File: src/verilog/match_capture_timer_defs.svh
// Constants for the match and capture counter/timer.
`ifndef MATCH_CAPTURE_TIMER_DEFS_SVH
`define MATCH_CAPTURE_TIMER_DEFS_SVH
`define MCT_NARROW_W   16
`define MCT_WIDE_W     32
`define MCT_NUM_MATCH  4
`define MCT_NUM_PINS   2
`define MCT_NUM_FLAGS  5
`define MCT_CAP_FLAG   4
`define MCT_ACT_NONE   2'h0
`define MCT_ACT_LOW    2'h1
`define MCT_ACT_HIGH   2'h2
`define MCT_ACT_TOGGLE 2'h3
`endif

File: src/verilog/match_capture_timer_pkg.sv
// Types shared by the match and capture counter/timer.
package match_capture_timer_pkg;
    typedef enum logic [1:0] {
        cap_off,
        cap_rise,
        cap_fall,
        cap_both
    } cap_edge_t;
endpackage : match_capture_timer_pkg

File: src/verilog/match_capture_timer.sv
// Counter/timer with prescaler, four match units, two match pins and one capture input.
//
// Contract
// - The narrow build has a 16-bit counter behind a programmable 16-bit prescaler.
// - The wide build has a 32-bit counter, prescaler and match values.
// - Four match values are compared with the count, each optionally raising a flag.
// - Each match can halt counting when reached.
// - Each match can clear the counter back to zero when reached.
// - Two match pins go low, high, toggle or hold on their match.
// - Two matches can drive single-edge PWM on their pins.
// - All logic runs on the one system clock, sys_clk.
// - A capture input transition latches the count and may raise a flag.
//
// Usage notes.
// The counter steps once every prescale_limit+1 running cycles.
// A limit lowered below the live prescale value lets the prescaler run on to its own wrap,
// so change the limit while count_reset is held.
// A match is taken only on a counting step, so a counter parked on a match value by a halt
// or a disable does not raise the same event again and again.
// A stop match still applies the step on which it hits, so the count rests one above the
// stop value unless a reset match hits in the same step.
// The halt is released by dropping count_enable or by raising count_reset.
// A PWM pin compares the next count, so its edge lines up with the count on count_reg.
// For a clean PWM period, let an unpinned match reset the counter and keep the pinned
// matches for the waveform edges only.
// Flags are sticky, and an event in the same cycle as its clear wins, so no event is lost
// to a clear that arrives late.
// The capture input must already be synchronous to sys_clk; a pin from outside the chip
// needs a synchroniser ahead of this block.
`timescale 1ns/1ns
`default_nettype none
`include "match_capture_timer_defs.svh"
module match_capture_timer
    import match_capture_timer_pkg::*;
#(
    parameter int W = `MCT_WIDE_W // Set to the narrow width for the narrow build.
) (
    input  wire logic                         sys_clk,
    input  wire logic                         nrst,
    input  wire logic                         count_enable,
    input  wire logic                         count_reset,
    input  wire logic [W-1:0]                 prescale_limit,
    input  wire logic [`MCT_NUM_MATCH*W-1:0]  match_value,
    input  wire logic [`MCT_NUM_MATCH-1:0]    match_irq_en,
    input  wire logic [`MCT_NUM_MATCH-1:0]    match_stop_en,
    input  wire logic [`MCT_NUM_MATCH-1:0]    match_reset_en,
    input  wire logic [2*`MCT_NUM_PINS-1:0]   match_pin_action,
    input  wire logic [`MCT_NUM_PINS-1:0]     pwm_enable,
    input  wire logic                         cap_in,
    input  wire cap_edge_t                    cap_edge,
    input  wire logic                         cap_irq_en,
    input  wire logic [`MCT_NUM_FLAGS-1:0]    flag_clear,
    output var  logic [W-1:0]                 count_reg,
    output var  logic [W-1:0]                 prescale_reg,
    output var  logic [W-1:0]                 cap_value_reg,
    output var  logic [`MCT_NUM_FLAGS-1:0]    flag_reg,
    output var  logic [`MCT_NUM_PINS-1:0]     match_pin_reg,
    output var  logic                         halted_reg
);
    logic [W-1:0]               cap_value;
    logic                       cap_event;
    logic [`MCT_NUM_MATCH-1:0]  hit;
    logic [`MCT_NUM_PINS-1:0]   pin_next;

    // Prescale wrap gives the one-cycle step enable for the counter.
    wire run       = count_enable & ~halted_reg & ~count_reset;
    wire tick      = run & (prescale_reg == prescale_limit);
    wire any_reset = |(hit & match_reset_en);
    wire any_stop  = |(hit & match_stop_en);
    wire [W-1:0] prescale_next = (count_reset | tick) ? '0 : (run ? prescale_reg + 1'b1
                                                                     : prescale_reg);
    wire [W-1:0] count_next = count_reset ? '0 :
                              (tick ? (any_reset ? '0 : count_reg + 1'b1) : count_reg);

    // Match compare per unit; a hit is taken only on a counting step.
    genvar i;
    generate
        for (i = 0; i < `MCT_NUM_MATCH; i++) begin : g_match
            assign hit[i] = tick & (count_reg == match_value[i*W +: W]);
        end
        for (i = 0; i < `MCT_NUM_PINS; i++) begin : g_pin
            wire [1:0] act = match_pin_action[2*i +: 2];
            // In PWM mode the pin is low until its match and high after it.
            wire pwm_lvl = (count_next >= match_value[i*W +: W]);
            assign pin_next[i] = pwm_enable[i] ? pwm_lvl :
                                 !hit[i] ? match_pin_reg[i] :
                                 (act == `MCT_ACT_LOW)    ? 1'b0 :
                                 (act == `MCT_ACT_HIGH)   ? 1'b1 :
                                 (act == `MCT_ACT_TOGGLE) ? ~match_pin_reg[i] :
                                 match_pin_reg[i];
        end
    endgenerate

    // Flags: a new event wins over a clear in the same cycle.
    wire [`MCT_NUM_FLAGS-1:0] flag_set = {cap_event & cap_irq_en, hit & match_irq_en};
    wire [`MCT_NUM_FLAGS-1:0] flag_next = flag_set | (flag_reg & ~flag_clear);
    // A stop match halts the counter until the enable is dropped or a reset is applied.
    wire halted_next = count_reset ? 1'b0 : (any_stop | (halted_reg & count_enable));

    edge_capture #(
        .W(W)
    ) u_capture (
        .sys_clk   (sys_clk),
        .nrst      (nrst),
        .cap_in    (cap_in),
        .cap_edge  (cap_edge),
        .count     (count_reg),
        .cap_value (cap_value),
        .cap_event (cap_event)
    );

    // Main state registers.
    always_ff @(posedge sys_clk or negedge nrst) begin
        if (!nrst) begin
            count_reg     <= '0;
            prescale_reg  <= '0;
            cap_value_reg <= '0;
            flag_reg      <= '0;
            match_pin_reg <= '0;
            halted_reg    <= 1'b0;
        end else begin
            count_reg     <= count_next;
            prescale_reg  <= prescale_next;
            cap_value_reg <= cap_value;
            flag_reg      <= flag_next;
            match_pin_reg <= pin_next;
            halted_reg    <= halted_next;
        end
    end

    // Prescaler and step checks.
    a_prescale_step: assert property (@(posedge sys_clk) disable iff (!nrst)
        (run && prescale_reg != prescale_limit && !any_reset) |=> count_reg == $past(count_reg))
        else $error("counter stepped before prescale wrap");
    a_count_step: assert property (@(posedge sys_clk) disable iff (!nrst)
        (tick && !any_reset) |=> count_reg == $past(count_reg) + 1'b1)
        else $error("counter missed its step");
    a_prescale_wrap: assert property (@(posedge sys_clk) disable iff (!nrst)
        tick |=> prescale_reg == '0)
        else $error("prescaler did not restart after its wrap");
    a_prescale_idle: assert property (@(posedge sys_clk) disable iff (!nrst)
        (!run && !count_reset) |=> prescale_reg == $past(prescale_reg))
        else $error("prescaler moved while not running");
    a_reset_clear: assert property (@(posedge sys_clk) disable iff (!nrst)
        count_reset |=> (count_reg == '0 && prescale_reg == '0 && !halted_reg))
        else $error("count reset did not clear the counter");

    // Reset and stop matches; a count reset right after a stop may legally move the count.
    a_match_reset: assert property (@(posedge sys_clk) disable iff (!nrst)
        (tick && any_reset) |=> count_reg == '0)
        else $error("reset match did not clear counter");
    a_match_stop: assert property (@(posedge sys_clk) disable iff (!nrst)
        (any_stop && !count_reset) |=> halted_reg
            ##1 ($past(count_reset) || count_reg == $past(count_reg)))
        else $error("stop match did not halt");
    a_halt_freeze: assert property (@(posedge sys_clk) disable iff (!nrst)
        (halted_reg && !count_reset) |=> count_reg == $past(count_reg))
        else $error("halted counter moved");
    a_halt_release: assert property (@(posedge sys_clk) disable iff (!nrst)
        (halted_reg && !count_enable) |=> !halted_reg)
        else $error("halt not released by dropping the enable");
    a_stop_flag: assert property (@(posedge sys_clk) disable iff (!nrst)
        (hit[1] && match_irq_en[1]) |=> flag_reg[1])
        else $error("stop match flag not set");

    // Event flags.
    a_flag_sticky: assert property (@(posedge sys_clk) disable iff (!nrst)
        (flag_reg[0] && !flag_clear[0]) |=> flag_reg[0])
        else $error("flag dropped without clear");
    a_flag_set: assert property (@(posedge sys_clk) disable iff (!nrst)
        (hit[0] && match_irq_en[0]) |=> flag_reg[0])
        else $error("match flag not set");
    a_flag_clear: assert property (@(posedge sys_clk) disable iff (!nrst)
        (flag_clear[0] && !(hit[0] && match_irq_en[0])) |=> !flag_reg[0])
        else $error("flag not cleared by its clear bit");
    a_flag_idle: assert property (@(posedge sys_clk) disable iff (!nrst)
        (!flag_reg[0] && !(hit[0] && match_irq_en[0])) |=> !flag_reg[0])
        else $error("flag set without an event");
    a_cap_flag: assert property (@(posedge sys_clk) disable iff (!nrst)
        (cap_event && cap_irq_en) |=> flag_reg[`MCT_CAP_FLAG])
        else $error("capture flag not set");
    a_cap_sticky: assert property (@(posedge sys_clk) disable iff (!nrst)
        (flag_reg[`MCT_CAP_FLAG] && !flag_clear[`MCT_CAP_FLAG]) |=> flag_reg[`MCT_CAP_FLAG])
        else $error("capture flag dropped without clear");

    // Match pins in plain and PWM mode.
    a_pin_toggle: assert property (@(posedge sys_clk) disable iff (!nrst)
        (hit[0] && !pwm_enable[0] && match_pin_action[1:0] == `MCT_ACT_TOGGLE)
        |=> match_pin_reg[0] != $past(match_pin_reg[0]))
        else $error("pin did not toggle");
    a_pin1_toggle: assert property (@(posedge sys_clk) disable iff (!nrst)
        (hit[1] && !pwm_enable[1] && match_pin_action[3:2] == `MCT_ACT_TOGGLE)
        |=> match_pin_reg[1] != $past(match_pin_reg[1]))
        else $error("second pin did not toggle");
    a_pin_low: assert property (@(posedge sys_clk) disable iff (!nrst)
        (hit[0] && !pwm_enable[0] && match_pin_action[1:0] == `MCT_ACT_LOW) |=> !match_pin_reg[0])
        else $error("pin not driven low on match");
    a_pin_high: assert property (@(posedge sys_clk) disable iff (!nrst)
        (hit[0] && !pwm_enable[0] && match_pin_action[1:0] == `MCT_ACT_HIGH) |=> match_pin_reg[0])
        else $error("pin not driven high on match");
    a_pin_hold: assert property (@(posedge sys_clk) disable iff (!nrst)
        (!hit[0] && !pwm_enable[0]) |=> match_pin_reg[0] == $past(match_pin_reg[0]))
        else $error("pin moved without a match");
    a_pwm_level0: assert property (@(posedge sys_clk) disable iff (!nrst)
        pwm_enable[0] |=> match_pin_reg[0] == (count_reg >= $past(match_value[W-1:0])))
        else $error("first pwm level wrong");
    a_pwm_level: assert property (@(posedge sys_clk) disable iff (!nrst)
        pwm_enable[1] |=> match_pin_reg[1] == (count_reg >= $past(match_value[2*W-1:W])))
        else $error("pwm level wrong");

    // Main scenarios that the bench is expected to reach.
    c_reset_match: cover property (@(posedge sys_clk) disable iff (!nrst) tick && any_reset);
    c_stop_match: cover property (@(posedge sys_clk) disable iff (!nrst) any_stop);
    c_capture: cover property (@(posedge sys_clk) disable iff (!nrst) cap_event);
    c_pwm_rise: cover property (@(posedge sys_clk) disable iff (!nrst)
        pwm_enable[0] && $rose(match_pin_reg[0]));
    c_flag_clear: cover property (@(posedge sys_clk) disable iff (!nrst)
        flag_reg[0] && flag_clear[0]);
endmodule : match_capture_timer
`default_nettype wire

File: src/verilog/edge_capture.sv
// Capture-input edge detector that latches the count on a selected transition.
`timescale 1ns/1ns
`default_nettype none
`include "match_capture_timer_defs.svh"
module edge_capture
    import match_capture_timer_pkg::*;
#(
    parameter int W = `MCT_WIDE_W
) (
    input  wire logic         sys_clk,
    input  wire logic         nrst,
    input  wire logic         cap_in,
    input  wire cap_edge_t    cap_edge,
    input  wire logic [W-1:0] count,
    output var  logic [W-1:0] cap_value,
    output var  logic         cap_event
);
    logic prev_reg;
    wire  rise_hit = cap_in & ~prev_reg;
    wire  fall_hit = ~cap_in & prev_reg;
    // Selection of which transitions count as an event.
    wire  hit = ((cap_edge == cap_rise) & rise_hit) | ((cap_edge == cap_fall) & fall_hit)
              | ((cap_edge == cap_both) & (rise_hit | fall_hit));

    // The input is taken as synchronous, so one register serves as the edge history.
    always_ff @(posedge sys_clk or negedge nrst) begin
        if (!nrst) begin
            prev_reg  <= 1'b0;
            cap_value <= '0;
            cap_event <= 1'b0;
        end else begin
            prev_reg  <= cap_in;
            cap_event <= hit;
            if (hit) begin
                cap_value <= count;
            end
        end
    end

    a_cap_latch: assert property (@(posedge sys_clk) disable iff (!nrst)
        hit |=> (cap_event && cap_value == $past(count)))
        else $error("capture did not latch the count");
endmodule : edge_capture
`default_nettype wire

File: config.mk
export PLATFORM = sky130hd
export DESIGN_NAME = match_capture_timer
export DESIGN_NICKNAME = d
export VERILOG_FILES = /design/src/verilog/match_capture_timer_pkg.sv /design/src/verilog/match_capture_timer.sv /design/src/verilog/edge_capture.sv
export VERILOG_INCLUDE_DIRS = /design/src /design/src/verilog
export SDC_FILE = /design/constraint.sdc
export NUM_CORES = 1
export LEC_CHECK = 0
export BUFFER_PORTS_ARGS = -buffer_cell sky130_fd_sc_hd__buf_4
export CORE_MARGIN = 2
export CORE_UTILIZATION = 52
export CTS_CLUSTER_DIAMETER = 60
export CTS_CLUSTER_SIZE = 20
export DETAILED_ROUTE_END_ITERATION = 12
export PLACE_DENSITY_LB_ADDON = 0.15
export SLEW_MARGIN = 20
export SYNTH_ARGS = -nofsm -noshare
export SYNTH_HDL_FRONTEND = slang
export SYNTH_SLANG_ARGS = --single-unit
File: constraint.sdc
create_clock -name sys_clk -period 4.9 [get_ports sys_clk]
set_input_delay 0.245 -clock sys_clk [delete_from_list [all_inputs] [get_ports sys_clk]]
set_output_delay 0.245 -clock sys_clk [all_outputs]
set_load 0.05 [all_outputs]
==> tab_implementation.tex <==
\begin{tabular}{lr}
\hline
Metric & Value \\
\hline
\multicolumn{2}{l}{\textbf{Outcome}} \\
Run status & finished clean \\
\multicolumn{2}{l}{\textbf{Logic synthesis}} \\
Flop and latch count out of synthesis & 138 \\
Number of distinct library cells after synthesis & 52 \\
Post-synthesis instance area & 9200 um\^{}2 \\
Post-synthesis average cell area & 9.36 um\^{}2 \\
Prevailing post-synth register cell & dfrtp\_1 \\
Nets in the synthesized netlist & 1244 \\
Post-Syn Instances & 982 \\
Share of the synthesized area in the top cell type & 37.6\% \\
Syn. warnings & 0 \\
Async set-or-reset flop fraction in the synthesized netlist & 100\% \\
Post-synthesis sequential area ratio & 37.6\% \\
Number of enable flip-flop cells after synthesis & 0 \\
Library cell with the largest summed area after synthesis & dfrtp\_1 \\
Top area cells in the synthesized netlist & dfrtp\_1 (38\%), xnor2\_1 (13\%), ha\_1 (9.7\%) \\
\multicolumn{2}{l}{\textbf{Worst hold path}} \\
Number of cells on the worst hold path & 2 \\
Min-delay worst type & in2reg \\
\multicolumn{2}{l}{\textbf{Critical path}} \\
CP cell instances & or3b\_1 -> nor4\_1 -> and4\_1 -> or4b\_1 -> buf\_4 -> nor3\_2 -> xnor2\_1 -> nor2\_2 -> ha\_1 -> a2111oi\_0 -> a2111oi\_0 -> o41ai\_1 -> a32oi\_1 -> a21o\_1 \\
Required time of the critical path & 5.22 ns \\
Critical Path Fanout Max & 12 \\
Delay contributed by the slowest stage of the critical path & 0.60 ns \\
Most common cell on crit path & a2111oi\_0 \\
Data arrival time at the worst-slack endpoint & 5.03 ns \\
Critical path depth in cells & 14 \\
Capturing element type of the critical path & flop \\
Category of cells accounting for the largest share of critical-path delay & simple AND/OR/NAND/NOR gates \\
Worst Setup Start Kind & flop \\
Worst Path Buf+Inv & 1 \\
Number of cells on the worst reg-to-reg path & 14 \\
Max stage delay cell, worst path & or4b\_1 \\
CP Class & reg2reg \\
\multicolumn{2}{l}{\textbf{Pwr}} \\
Combinational power share & 13.0\% \\
Cell-internal power & 2.00 mW \\
Flop pwr share & 42.0\% \\
Sw frac & 26.7\% \\
Maximum resistive drop on vdd & 0.250 mV \\
Clock network fraction of design power & 44.9\% \\
P per Cell Area & 221 nW/um\^{}2 \\
Static leakage & 6.19 nW \\
Switching pwr & 729 uW \\
\multicolumn{2}{l}{\textbf{Floorplan}} \\
Initial Utilization & 53.2\% \\
I/O pin count & 295 \\
Die area & 18800 um\^{}2 \\
Total core area & 17300 um\^{}2 \\
Vertical extent of the die & 137 um \\
Chip Width & 137 um \\
Row count & 48 \\
\multicolumn{2}{l}{\textbf{Place}} \\
Placed Cells & 1483 \\
Number of input and output port buffers inserted & 294 \\
Weighted congestion at the end of routability-driven global placement & 0.973 \\
Pre-CTS WS & 0.164 ns \\
HPWL after detailed placement & 24.6 mm \\
\multicolumn{2}{l}{\textbf{Global route}} \\
Wire length of the first global-routing pass & 46.1 mm \\
GR Layer Usage met2 & 52.2\% \\
Overall routing resource usage & 33.2\% \\
Layer with the highest usage after global routing & met2 \\
Global-route track usage on met3 & 6.85\% \\
Via count of the first global-routing pass & 8340 \\
Pin count of the biggest net entering global routing & 96 \\
Initial antenna violation count & 0 \\
Met1 routing resource usage after global routing & 45.4\% \\
GRT Residual Overflow & 0 \\
\multicolumn{2}{l}{\textbf{CTS}} \\
Maximum count of clock buffers along a single path & 2 \\
TritonCTS clock tree & yes \\
Clock latency of the later-clocked register in the worst-skew pair & 0.43 ns \\
Setup Fix Bufs, Post-CTS & 0 \\
Number of buffers created by CTS & 17 \\
Clock root buffer master & clkbuf\_16 \\
Clock-pin slew of the registers on the worst-case setup and hold paths & 0.07 ns \\
Clk sink count & 138 \\
H-Tree Depth & 4 \\
\multicolumn{2}{l}{\textbf{Routing}} \\
Vias & 8331 \\
Via density & 5.47 \\
Overall routed net length & 30.7 mm \\
Routed length per placed instance & 20.2 um \\
Final antenna-violating net count & 0 \\
First-pass DRT Iterations & 5 \\
\# DRC & 0 \\
Initial drt markers & 597 \\
\multicolumn{2}{l}{\textbf{Timing}} \\
Maximum clock rate & 212 MHz \\
Fin. Hold Viols & 0 \\
Part of the cycle the worst path needs & 96.2\% \\
Final Critical Period & 4.71 ns \\
Final-layout setup total negative slack & 0 ns \\
Final setup margin & 0.188 ns \\
Relative slew slack & 41.7\% \\
Slew at the pin closest to its max-slew limit & 0.875 ns \\
Max-slew violation count & 0 \\
Largest clock skew in the final design & 0.0133 ns \\
Count of endpoints failing setup in the final report & 0 \\
\multicolumn{2}{l}{\textbf{Final layout}} \\
Ratio of cells with drive above 1 in the final layout & 30.6\% \\
Area Growth Syn to Fin & 34.4\% \\
Antenna diode count & 0 \\
Final layout net count & 1546 \\
Layout Cells excl Fill & 1522 \\
\multicolumn{2}{l}{\textbf{Job}} \\
Max-cap violation count & 0 \\
\hline
\end{tabular}
[layout make-up]
| cell class | instances | area [um^2] |
|---|---|---|
| Fill cell | 1417 | 4930 |
| Timing Repair Buffer | 332 | 2530 |
| Clock inverter | 14 | 121 |
| Multi-Input combinational cell | 700 | 5180 |
| Sequential cell | 138 | 3450 |
| Inverter | 95 | 357 |
| Clock buffer | 18 | 439 |
| Tap cell | 225 | 282 |
[cells in the final DEF, fill, tap and decap left out, types with 3 or more instances in the layout]
cell type      synthesis  layout
clkbuf_16              0      17
nor3_2                 6       6
nor2b_1                5       5
and3_1                 6       6
buf_4                  0     324
xnor2_1              141     141
ha_1                  71      71
nand2b_1               4       4
a211oi_1               3       3
a21o_1                10      10
and4_1                 7       7
a2111oi_0              3       3
nand4_1               44      44
inv_6                  0       7
dlygate4sd3_1          0       6
o211ai_1               3       3
or3_1                  3       3
mux2_2                21      21
nor4_1                26      26
nor2_1                86      86
inv_1                 95      95
nand3_1               24      24
xor2_1                79      79
a21oi_1               25      24
nor3_1                20      20
o21ai_0               29      29
o22ai_1                3       3
nand2_1               51      51
dfrtp_1              138     138
[power by group through the flow]
stage	clock network, mW	registers [mW]	logic, mW
global route	1.28	1.15	0.388
detailed placement	0	1.17	0.346
finish	1.23	1.15	0.356
CTS	1.24	1.15	0.351
global placement	0	1.17	0.343
floorplan	0	1.18	0.125
[layer usage]
metal,part of all wire (%),wire [um]
met5,0.28,85
met4,2.8,844
met3,9.0,2760
met2,46,14000
met1,42,13000
[worst paths after layout]
| check | start | end | slack [ns] |
|---|---|---|---|
| setup / recovery | halted_reg | match_pin_reg[1] | 0.19 |
| max in group asynchronous | nrst | flag_reg[1] | 3.26 |
| min in group asynchronous | nrst | cap_value_reg[29] | 0.45 |
| hold / removal | count_reset | halted_reg | 0.009 |
| hold reg to reg | u_capture.cap_value[3] | cap_value_reg[3] | 0.36 |
| setup reg to reg | halted_reg | match_pin_reg[1] | 0.19 |
[cells in the mapped netlist (all sizes together) (2+ instances only)]
cell     count
or3b         2
ha          71
o21ai       29
xor2        79
and3         6
a2111oi      3
or4b         3
or3          3
and4         7
buf         25
o211ai       3
mux2        21
or2          2
or4          2
nand4       44
clkbuf      24
nand3       24
nor2b        5
o22ai        3
a21o        10
nand2       51
nor3b        2
nor2        88
dfrtp      138
inv         95
nor4        28
a21oi       25
a211oi       3
nor3        27
nand2b       4
xnor2      141
[cells by family (layout without fill, tap and decap cells)]
family	after synthesis	count (layout)	share of synthesized area [%]
and+or+nand+nor	301	301	17.1
xor gates and xnor gates	220	220	21.0
buffers and inverters	144	459	6.29
DFF	138	138	37.6
AOI/OAI and AO/OA	87	87	5.82
adders and majority gates	71	71	9.66
muxes	21	21	2.57
[metrics by stage]
| step | area, um^2 | utilization [%] | hold slack [ns] | total power, mW |
|---|---|---|---|---|
| final | 12400 | 71.5 | 0.00904 | 2.73 |
| after global routing | 12400 | 71.5 | 0.0161 | 2.82 |
| after CTS | 12300 | 71.3 | 0.00333 | 2.74 |
| after detailed placement | 11700 | 67.7 | 0.355 | 1.51 |
| after global placement | 11700 | 67.7 | 0.354 | 1.51 |
| after floorplan | 9200 | - | -0.0506 | 1.31 |
[repair_timing]
action                                 in CTS  in global routing
endpoints found under the hold margin      99                  0
hold buffers                                6                  0
setup endpoints to repair                   0                  1
resized for setup                           0                  1
[worst register-to-register path: cells and delay by family (launching register included)]
kind	cells	cell delay (ns)
adder cells (fa/ha/maj)	1	0.29
AO/OA/AOI/OAI	5	1.49
flip-flops	1	0.42
buffers and inverters	1	0.28
XOR/XNOR	1	0.19
AND/OR/NAND/NOR	6	1.93
(Power assumes the default switching activity.)
